### config.mk
export PLATFORM = sky130hd
export DESIGN_NAME = irq_flags
export DESIGN_NICKNAME = d
export VERILOG_FILES = /design/src/design/irq_flags_pkg.sv /design/src/design/irq_flags.sv /design/src/design/noise_filter.sv /design/src/design/pin_sync.sv
export SDC_FILE = /design/constraint.sdc
export NUM_CORES = 1
export LEC_CHECK = 0
export ABC_AREA = 1
export BUFFER_PORTS_ARGS = -buffer_cell sky130_fd_sc_hd__buf_2
export CORE_MARGIN = 2
export CORE_UTILIZATION = 50
export CTS_CLUSTER_DIAMETER = 80
export CTS_CLUSTER_SIZE = 40
export DETAILED_ROUTE_END_ITERATION = 10
export PLACE_DENSITY = 0.77
export SYNTH_ARGS = -nofsm -noshare
export SYNTH_HDL_FRONTEND = slang
export SYNTH_SLANG_ARGS = --single-unit
### constraint.sdc
create_clock -name clock_i -period 2.2 [get_ports clock_i]
set_clock_uncertainty 0.05 [all_clocks]
set_input_delay 0.11 -clock clock_i [delete_from_list [all_inputs] [get_ports clock_i]]
set_output_delay 0.11 -clock clock_i [all_outputs]
set_load 0.02 [all_outputs]
### src/design/irq_flags_pkg.sv
// Operation
// - Nine request flags, each with its own enable flag.
// - Source event sets its flag; CPU acceptance clears it automatically, except the key and clock flags.
// - Timer and both-edge pin share vector one; acceptance clears differently.
// - Vectored request raised while one of the first seven flags and its enable are both one.
// - Any of the nine flags with its enable set also releases standby, whatever the master enable.
// - Flags reachable by single-bit set or clear and by word writes.
// - A flag written to one by software requests like a hardware event.
// - Reset clears every request and enable flag.
// - Internal flags set by timer, serial, counter, pulse and clock events.
// - Both-edge pin sets its flag on every rising and falling edge.
// - First and second pins use the edge chosen in their mode register.
// - First pin filter rejects pulses no longer than one sample period.
// - Mode bit 3 picks CPU clock or divided clock for sampling.
// - Mode bits 0 and 1 pick the first pin's detected edge.
// - Reset clears first and second mode registers, selecting rising edge.
// - First pin edge detection stops while in standby.
// - Third flag set by rising edge of third pin in pin mode.
// - Key mode selects key group; falling edge of group sets third flag.
// - Any selected key held low blocks further key falling edges.
// - Reset clears third mode register, selecting third pin rising edge.
// - Master enable zero blocks every vectored interrupt.
// - Simultaneous requests resolved by fixed vector priority.
package irq_flags_pkg;
   localparam int NUM_FLAGS = 9;
   localparam int NUM_VEC = 6;
   // Flag bit positions
   localparam int F_BT = 0;
   localparam int F_BOTH = 1;
   localparam int F_EXT0 = 2;
   localparam int F_EXT1 = 3;
   localparam int F_SER = 4;
   localparam int F_CNT = 5;
   localparam int F_PG = 6;
   localparam int F_KEY = 7;
   localparam int F_CLK = 8;
   // Register byte offsets
   localparam logic [7:0] A_REQ = 8'h00;
   localparam logic [7:0] A_REQ_SET = 8'h04;
   localparam logic [7:0] A_REQ_CLR = 8'h08;
   localparam logic [7:0] A_EN = 8'h0C;
   localparam logic [7:0] A_EN_SET = 8'h10;
   localparam logic [7:0] A_EN_CLR = 8'h14;
   localparam logic [7:0] A_MODE0 = 8'h18;
   localparam logic [7:0] A_MODE1 = 8'h1C;
   localparam logic [7:0] A_MODE2 = 8'h20;
   localparam logic [7:0] A_CTRL = 8'h24;
   localparam logic [7:0] A_STAT = 8'h28;
   // Reset values
   localparam logic [8:0] FLAGS_RST = 9'h000;
   localparam logic [3:0] MODE_RST = 4'h0;
   // Mode fields
   localparam int M_SCLK = 3;
   localparam logic [1:0] E_RISE = 2'h0;
   localparam logic [1:0] E_FALL = 2'h1;
   localparam logic [1:0] E_BOTH = 2'h2;
   localparam logic [1:0] E_NONE = 2'h3;
   // Divided sample clock: one tick per 64 cycles
   localparam int DIV_CYC = 64;
   localparam logic [5:0] DIV_LAST = 6'(DIV_CYC - 1);
   localparam int KEYS = 8;
   typedef enum logic [1:0] {
      BUS_IDLE = 2'b00,
      BUS_ACK = 2'b01
   } bus_state_t;
endpackage

### src/design/irq_flags.sv
`timescale 1ns/1ns
module irq_flags
   import irq_flags_pkg::*;
(
   input wire logic clock_i,
   input wire logic sys_rst_i,
   input wire logic ce_i,
   input wire logic psel,
   input wire logic penable,
   input wire logic pwrite,
   input wire logic [31:0] paddr,
   input wire logic [31:0] pwdata,
   output logic [31:0] prdata,
   output logic pready,
   output logic pslverr,
   input wire logic interval_tick_i,
   input wire logic serial_done_i,
   input wire logic counter_match_i,
   input wire logic pulse_gen_match_i,
   input wire logic clock_timer_i,
   input wire logic filtered_ext_pin_i,
   input wire logic second_ext_pin_i,
   input wire logic third_ext_pin_i,
   input wire logic both_edge_ext_pin_i,
   input wire logic [7:0] key_inputs_i,
   input wire logic standby_i,
   input wire logic accept_i,
   input wire logic [2:0] accept_vector_i,
   output logic [5:0] vectored_request_o,
   output logic [2:0] top_vector_o,
   output logic wake_o
);
   logic [8:0] request_flag;
   logic [8:0] enable_flag;
   logic [3:0] ext_filtered_ext_pin_edge_mode;
   logic [3:0] ext_second_ext_pin_edge_mode;
   logic [3:0] ext_third_ext_pin_key_mode;
   logic master_int_enable;
   logic [5:0] div_cnt;
   logic [11:0] pin_now;
   logic [11:0] pin_old;
   logic filt_now;
   logic filt_old;
   logic key_low_old;
   bus_state_t bus_state;

   // Edge test for a mode field
   function automatic logic edge_hit(input logic [1:0] sel,
                                     input logic now,
                                     input logic old);
      logic rise;
      logic fall;
      rise = now & ~old;
      fall = ~now & old;
      case (sel)
         E_RISE: edge_hit = rise;
         E_FALL: edge_hit = fall;
         E_BOTH: edge_hit = rise | fall;
         default: edge_hit = 1'b0;
      endcase
   endfunction

   // Key group chosen by mode bits 1:0
   function automatic logic [7:0] key_mask(input logic [1:0] sel);
      case (sel)
         2'h1: key_mask = 8'hF0;
         2'h2: key_mask = 8'hFC;
         2'h3: key_mask = 8'hFF;
         default: key_mask = 8'h00;
      endcase
   endfunction

   // Map vector number to flag bits cleared on acceptance
   function automatic logic [8:0] vec_flags(input logic [2:0] v);
      case (v)
         3'h1: vec_flags = 9'h003;
         3'h2: vec_flags = 9'h004;
         3'h3: vec_flags = 9'h008;
         3'h4: vec_flags = 9'h010;
         3'h5: vec_flags = 9'h020;
         3'h6: vec_flags = 9'h040;
         default: vec_flags = 9'h000;
      endcase
   endfunction

   pin_sync #(.W(12)) u_sync
   (
      .clock_i(clock_i),
      .sys_rst_i(sys_rst_i),
      .ce_i(ce_i),
      .pins_i({key_inputs_i, both_edge_ext_pin_i, third_ext_pin_i,
               second_ext_pin_i, filtered_ext_pin_i}),
      .pins_o(pin_now)
   );

   // Sampling ticks for the first pin; none in standby
   wire div_tick = (div_cnt == DIV_LAST);
   wire samp_tick = ~standby_i &
      (ext_filtered_ext_pin_edge_mode[M_SCLK] ? div_tick : 1'b1);

   noise_filter u_filt
   (
      .clock_i(clock_i),
      .sys_rst_i(sys_rst_i),
      .ce_i(ce_i),
      .tick_i(samp_tick),
      .pin_i(pin_now[0]),
      .level_o(filt_now)
   );

   // Pin edge events
   wire ev_ext0 = ~standby_i &
      edge_hit(ext_filtered_ext_pin_edge_mode[1:0], filt_now, filt_old);
   wire ev_ext1 = edge_hit(ext_second_ext_pin_edge_mode[1:0],
      pin_now[1], pin_old[1]);
   wire ev_both = pin_now[3] ^ pin_old[3];
   wire [7:0] kmask = key_mask(ext_third_ext_pin_key_mode[1:0]);
   wire key_mode = |kmask;
   wire key_low = |(~pin_now[11:4] & kmask);
   wire ev_key = key_mode ? (key_low & ~key_low_old)
      : (pin_now[2] & ~pin_old[2]);

   // Hardware set vector
   wire [8:0] hw_set = {clock_timer_i, ev_key, pulse_gen_match_i,
      counter_match_i, serial_done_i, ev_ext1, ev_ext0, ev_both,
      interval_tick_i};

   // Bus decode
   wire acc = psel & penable & pready;
   wire wr = acc & pwrite;
   wire [7:0] adr = paddr[7:0];
   wire hit_req = (adr == A_REQ);
   wire hit_rset = (adr == A_REQ_SET);
   wire hit_rclr = (adr == A_REQ_CLR);
   wire hit_en = (adr == A_EN);
   wire hit_eset = (adr == A_EN_SET);
   wire hit_eclr = (adr == A_EN_CLR);
   wire hit_m0 = (adr == A_MODE0);
   wire hit_m1 = (adr == A_MODE1);
   wire hit_m2 = (adr == A_MODE2);
   wire hit_ctrl = (adr == A_CTRL);
   wire hit_stat = (adr == A_STAT);
   wire mapped = (paddr[31:8] == 24'h000000) & (paddr[1:0] == 2'h0) &
      (hit_req | hit_rset | hit_rclr | hit_en | hit_eset | hit_eclr |
       hit_m0 | hit_m1 | hit_m2 | hit_ctrl | hit_stat);
   wire wr_ok = wr & mapped;
   wire [8:0] wbits = pwdata[8:0];

   // Acceptance clear; the shared vector clears only a lone source
   wire [8:0] pend = request_flag & enable_flag;
   wire share_one = pend[F_BT] ^ pend[F_BOTH];
   wire [8:0] acc_raw = accept_i ? vec_flags(accept_vector_i) : 9'h000;
   wire [8:0] acc_clr = (accept_vector_i == 3'h1)
      ? (share_one ? (acc_raw & pend) : 9'h000)
      : acc_raw;

   // Software view of the request flags
   wire [8:0] sw_req =
      (wr_ok & hit_req) ? wbits :
      (wr_ok & hit_rset) ? (request_flag | wbits) :
      (wr_ok & hit_rclr) ? (request_flag & ~wbits) :
      request_flag;
   wire [8:0] next_request_flag = (sw_req & ~acc_clr) | hw_set;

   wire [8:0] next_enable_flag =
      (wr_ok & hit_en) ? wbits :
      (wr_ok & hit_eset) ? (enable_flag | wbits) :
      (wr_ok & hit_eclr) ? (enable_flag & ~wbits) :
      enable_flag;

   // Vectored requests from the next flag state
   wire [8:0] next_pend = next_request_flag & next_enable_flag;
   wire [5:0] next_vrq = {6{master_int_enable}} & {
      next_pend[F_PG], next_pend[F_CNT], next_pend[F_SER],
      next_pend[F_EXT1], next_pend[F_EXT0],
      next_pend[F_BT] | next_pend[F_BOTH]};
   wire [2:0] next_top =
      next_vrq[0] ? 3'h1 :
      next_vrq[1] ? 3'h2 :
      next_vrq[2] ? 3'h3 :
      next_vrq[3] ? 3'h4 :
      next_vrq[4] ? 3'h5 :
      next_vrq[5] ? 3'h6 : 3'h0;
   wire next_wake = |next_pend;

   // Read data mux
   wire [31:0] rd_val =
      (hit_req | hit_rset | hit_rclr) ? {23'h000000, request_flag} :
      (hit_en | hit_eset | hit_eclr) ? {23'h000000, enable_flag} :
      hit_m0 ? {28'h0000000, ext_filtered_ext_pin_edge_mode} :
      hit_m1 ? {28'h0000000, ext_second_ext_pin_edge_mode} :
      hit_m2 ? {28'h0000000, ext_third_ext_pin_key_mode} :
      hit_ctrl ? {31'h00000000, master_int_enable} :
      hit_stat ? {19'h00000, filt_now, top_vector_o, wake_o,
                  vectored_request_o, 2'h0} :
      32'h00000000;
   wire next_pready = psel & penable & ~pready;
   wire req_sel = psel & penable & ~pready;

   // Flags
   always_ff @(posedge clock_i)
   begin
      if (sys_rst_i)
      begin
         request_flag <= FLAGS_RST;
         enable_flag <= FLAGS_RST;
      end
      else if (ce_i)
      begin
         request_flag <= next_request_flag;
         enable_flag <= next_enable_flag;
      end
   end

   // Mode registers and master enable
   always_ff @(posedge clock_i)
   begin
      if (sys_rst_i)
      begin
         ext_filtered_ext_pin_edge_mode <= MODE_RST;
         ext_second_ext_pin_edge_mode <= MODE_RST;
         ext_third_ext_pin_key_mode <= MODE_RST;
         master_int_enable <= 1'b0;
      end
      else if (ce_i && wr_ok)
      begin
         if (hit_m0)
            ext_filtered_ext_pin_edge_mode <= pwdata[3:0];
         else if (hit_m1)
            ext_second_ext_pin_edge_mode <= pwdata[3:0];
         else if (hit_m2)
            ext_third_ext_pin_key_mode <= pwdata[3:0];
         else if (hit_ctrl)
            master_int_enable <= pwdata[0];
      end
   end

   // Edge history and sample divider
   always_ff @(posedge clock_i)
   begin
      if (sys_rst_i)
      begin
         pin_old <= '0;
         filt_old <= 1'b0;
         key_low_old <= 1'b0;
         div_cnt <= 6'h00;
      end
      else if (ce_i)
      begin
         pin_old <= pin_now;
         key_low_old <= key_low;
         div_cnt <= div_tick ? 6'h00 : div_cnt + 6'h01;
         if (~standby_i)
            filt_old <= filt_now;
      end
   end

   // Request outputs
   always_ff @(posedge clock_i)
   begin
      if (sys_rst_i)
      begin
         vectored_request_o <= 6'h00;
         top_vector_o <= 3'h0;
         wake_o <= 1'b0;
      end
      else if (ce_i)
      begin
         vectored_request_o <= next_vrq;
         top_vector_o <= next_top;
         wake_o <= next_wake;
      end
   end

   // APB slave: one wait cycle, answer registered
   always_ff @(posedge clock_i)
   begin
      if (sys_rst_i)
      begin
         bus_state <= BUS_IDLE;
         pready <= 1'b0;
         pslverr <= 1'b0;
         prdata <= 32'h00000000;
      end
      else if (ce_i)
      begin
         bus_state <= next_pready ? BUS_ACK : BUS_IDLE;
         pready <= next_pready;
         pslverr <= req_sel & ~mapped;
         if (req_sel)
            prdata <= (mapped & ~pwrite) ? rd_val : 32'h00000000;
      end
   end
endmodule // irq_flags

### src/design/noise_filter.sv
`timescale 1ns/1ns
module noise_filter
   import irq_flags_pkg::*;
(
   input wire logic clock_i,
   input wire logic sys_rst_i,
   input wire logic ce_i,
   input wire logic tick_i,
   input wire logic pin_i,
   output logic level_o
);
   logic last;

   // A level is taken only after two equal samples in a row
   always_ff @(posedge clock_i)
   begin
      if (sys_rst_i)
      begin
         last <= 1'b0;
         level_o <= 1'b0;
      end
      else if (ce_i && tick_i)
      begin
         last <= pin_i;
         if (last == pin_i)
            level_o <= pin_i;
      end
   end
endmodule // noise_filter

### src/design/pin_sync.sv
`timescale 1ns/1ns
module pin_sync
   import irq_flags_pkg::*;
#(
   parameter int W = 12
)(
   input wire logic clock_i,
   input wire logic sys_rst_i,
   input wire logic ce_i,
   input wire logic [W-1:0] pins_i,
   output logic [W-1:0] pins_o
);
   logic [W-1:0] meta;

   // Two-stage synchroniser; only the second stage is read
   always_ff @(posedge clock_i)
   begin
      if (sys_rst_i)
      begin
         meta <= '0;
         pins_o <= '0;
      end
      else if (ce_i)
      begin
         meta <= pins_i;
         pins_o <= meta;
      end
   end
endmodule // pin_sync

==> flow_metrics.py <==
metrics = {
    "sta": {
        "slew_viol_final": 0,
        "setup_viol": 0,
        "max_freq_mhz": 490.7,
        "tns_ps": 0,
        "post-route-period-util": 0.9263,
        "period_needed_ps": 2038,
        "hold_violations": 0,
        "rsz0062_at_grt": "no",
    },
    "logic_synthesis": {
        "ys_seq_elements": 93,
        "synthTopCellsByArea": "dfxtp_1, nand2_1, o21ai_0",
        "netlist_area_um2": 4883,
        "synth_commonest_cells": "nand2_1, nor2_1, dfxtp_1",
        "synth-edff-count": 0,
        "yosysMostFrequentCell": "nand2_1",
        "synth_cells": 733,
        "synth_area_leader_cell": "dfxtp_1",
        "synthFlopType": "dfxtp_1",
        "synth_top_area_frac": 0.3812,
        "ys_seq_area_frac": 0.3812,
        "avgSynthCellArea_um2": 6.662,
        "ys_types": 42,
        "synth_warnings": 0,
        "synth-async-reset-ratio": 0,
    },
    "critical_path": {
        "r2r-end": "top_vector_o[2]$_SDFFE_PP0P_",
        "startpoint": "pready$_SDFFE_PP0P_",
        "critPathRequiredTime_ps": 2450,
        "rrSetupSlack_ps": 160,
        "ff2ff_path_depth": 13,
        "cp-start-kind": "flop",
        "r2r-start": "pready$_SDFFE_PP0P_",
        "crit_type": "reg2reg",
        "path_max_fanout": 8,
        "critPathCaptureType": "flop",
        "crit_end": "top_vector_o[2]$_SDFFE_PP0P_",
        "crit_arrival_ps": 2280,
    },
    "global_route": {
        "grt-busiest-layer": "met2",
        "met3_usage": 0.03458,
        "grt_pass1_vias": 4778,
        "globalRouteMet2Util": 0.4676,
        "antenna_found_initial": 0,
        "grt_usage": 0.2655,
        "grt_overflow": 0,
        "globalRouteMet1Util": 0.3189,
        "grt_start_max_net_pins": 71,
        "grt_pass1_wl_um": 21780,
    },
    "placement": {
        "finalWeightedCongestion": 0.9865,
        "hpwl_um": 10030,
        "place_inst": 979,
        "io_buffer_count": 93,
    },
    "clock_network": {
        "numCtsBuffers": 9,
        "clockBufferDepth": 2,
        "cts_root_buf": "clkbuf_8",
        "cts.sinks": 93,
        "htree_num_levels": 3,
        "clk_latency_ps": 370,
        "clk_pin_slew_ps": 100,
        "cts_tree": "done",
    },
    "floorplanning": {
        "dieArea_um2": 10570,
        "num_rows": 36,
        "top_level_ports": 136,
        "coreArea_um2": 9639,
        "die_w_um": 102.8,
        "floorplan.initialDensity": 0.5066,
        "die_h_um": 102.8,
    },
    "outcome": {
        "status": "finished clean",
    },
    "pwr": {
        "seqPwrFrac": 0.524,
        "intPower_mw": 2.462,
        "ir_drop_v": 0.0003413,
        "power_switching_mw": 0.9705,
        "pwr-share-comb": 0.139,
        "finalPower_mw": 3.432,
        "powerDensity_nw_per_um2": 567.8,
        "power.leakage_nw": 2.912,
        "clock_power_share": 0.337,
        "p_sw_frac": 0.2827,
    },
    "route": {
        "antenna_left": 0,
        "dr.pass1.iters": 5,
        "via_per_inst": 5.221,
        "drt_iter0_drc": 255,
        "drt_wl_total_um": 13930,
        "vias": 5263,
        "drc": 0,
        "routedWlPerCell_um": 13.82,
    },
    "final_layout": {
        "drive_gt1_frac": 0.2171,
        "fin_util": 0.6271,
        "multiInputGateArea_um2": 2514,
        "fillers": 889,
        "nets": 968,
        "ff_latch_area_um2": 1862,
        "diodes": 0,
        "finalNonFillerCells": 1008,
        "areaGrowthSynthToFinish_pct": 23.78,
    },
    "worst_hold_path": {
        "hold_path_depth": 3,
        "hp-class": "in2reg",
    },
    "run": {
        "max-cap-violations": 0,
    },
}
==> power groups by stage <==
stage / Combinational (mW) / Clock (mW) / Sequential [mW]
after floorplan: 0.292 / 0 / 1.84
final: 0.477 / 1.16 / 1.80
after CTS: 0.472 / 1.16 / 1.80
after global routing: 0.540 / 1.23 / 1.81
after global placement: 0.439 / 0 / 1.83
after detailed placement: 0.453 / 0 / 1.84
==> critical path: stages (launching register included) <==
cell,delay (ps)
dfxtp_1,340
nand2_1,50
nor2_1,80
buf_4,150
nand3_4,160
nor2_4,280
nand2_1,80
nand2_1,70
nand2_1,50
nand2_1,130
nand3_2,120
nand3_1,120
nand4_1,100
a21oi_1,170
==> timing repair <==
action | 4_1_cts | 5_1_grt
setup endpoints to repair | 0 | 2
hold buffers | 12 | 0
hold endpoints to repair | 12 | 0
resized for setup | 0 | 4
setup buffers | 0 | 2
==> cells in the final DEF, fill, tap and decap left out, drive strengths merged, types with 2 or more instances in the layout <==
master	count
xnor2	2
buf	140
clkbuf	10
nor3b	2
o22ai	3
dlygate4sd3	12
nor2	112
a221oi	2
nand2	159
nand3	34
dfxtp	93
a31oi	3
inv	98
nand4	8
ha	5
a21oi	60
conb	19
o211ai	2
clkinv	2
o2111ai	2
nor3	7
o21ai	80
a211oi	2
a22oi	9
==> final cells by class <==
| type | instances | area share |
|---|---|---|
| Clock inverter | 5 | 0.009936 |
| Inverter | 97 | 0.06024 |
| Tap cell | 133 | 0.02753 |
| Clock buffer | 10 | 0.02111 |
| Sequential cell | 93 | 0.3080 |
| Multi-Input combinational cell | 518 | 0.4159 |
| Timing Repair Buffer | 152 | 0.1573 |
==> flip-flops by register name, summed over array words and instances (netlist names), 4 cells and up <==
signal,count
div_cnt,6
enable_flag,9
ext_filtered_ext_pin_edge_mode,4
ext_second_ext_pin_edge_mode,4
ext_third_ext_pin_key_mode,4
prdata,13
request_flag,9
u_sync.meta,12
u_sync.pins_o,12
vectored_request_o,6
==> routing by layer <==
layer  vias to the layer above  routed length [um]
met5                         -                   0
met4                         0                 538
met3                        43                 853
met2                       208                6548
met1                      2408                5990
li1                       2604                   -
==> metrics by stage <==
stage | setup WS (ps) | hold slack [ps] | cell area [um^2]
floorplan | 302.4 | 194.9 | 4951
global placement | -98.92 | 280.9 | 5700
detailed placement | -135.3 | 284.6 | 5700
CTS | 158.0 | 9.691 | 6008
global route | 7.326 | 30.50 | 6045
finish | 162.1 | 8.069 | 6045
==> worst min path at each step <==
| stage | startpoint | end | slack, ps |
|---|---|---|---|
| after floorplan | filtered_ext_pin_i | u_sync.meta[0]$_SDFFE_PP0P_ | 190 |
| after global placement | key_inputs_i[4] | u_sync.meta[8]$_SDFFE_PP0P_ | 280 |
| after detailed placement | key_inputs_i[6] | u_sync.meta[10]$_SDFFE_PP0P_ | 280 |
| after CTS | standby_i | filt_old$_SDFFE_PP0P_ | 10 |
| after global routing | standby_i | filt_old$_SDFFE_PP0P_ | 30 |
| final | standby_i | filt_old$_SDFFE_PP0P_ | 8 |
==> logic make-up after synthesis <==
kind of cell	after synthesis	synth area share
compound gates	168	0.1888
xor+xnor	2	0.003588
fa+ha+maj	5	0.01281
buf+inv	140	0.1222
flops	93	0.3812
other cells	1	0.0007679
simple gates	324	0.2905
Note: power is estimated with default switching activity, not from simulation.
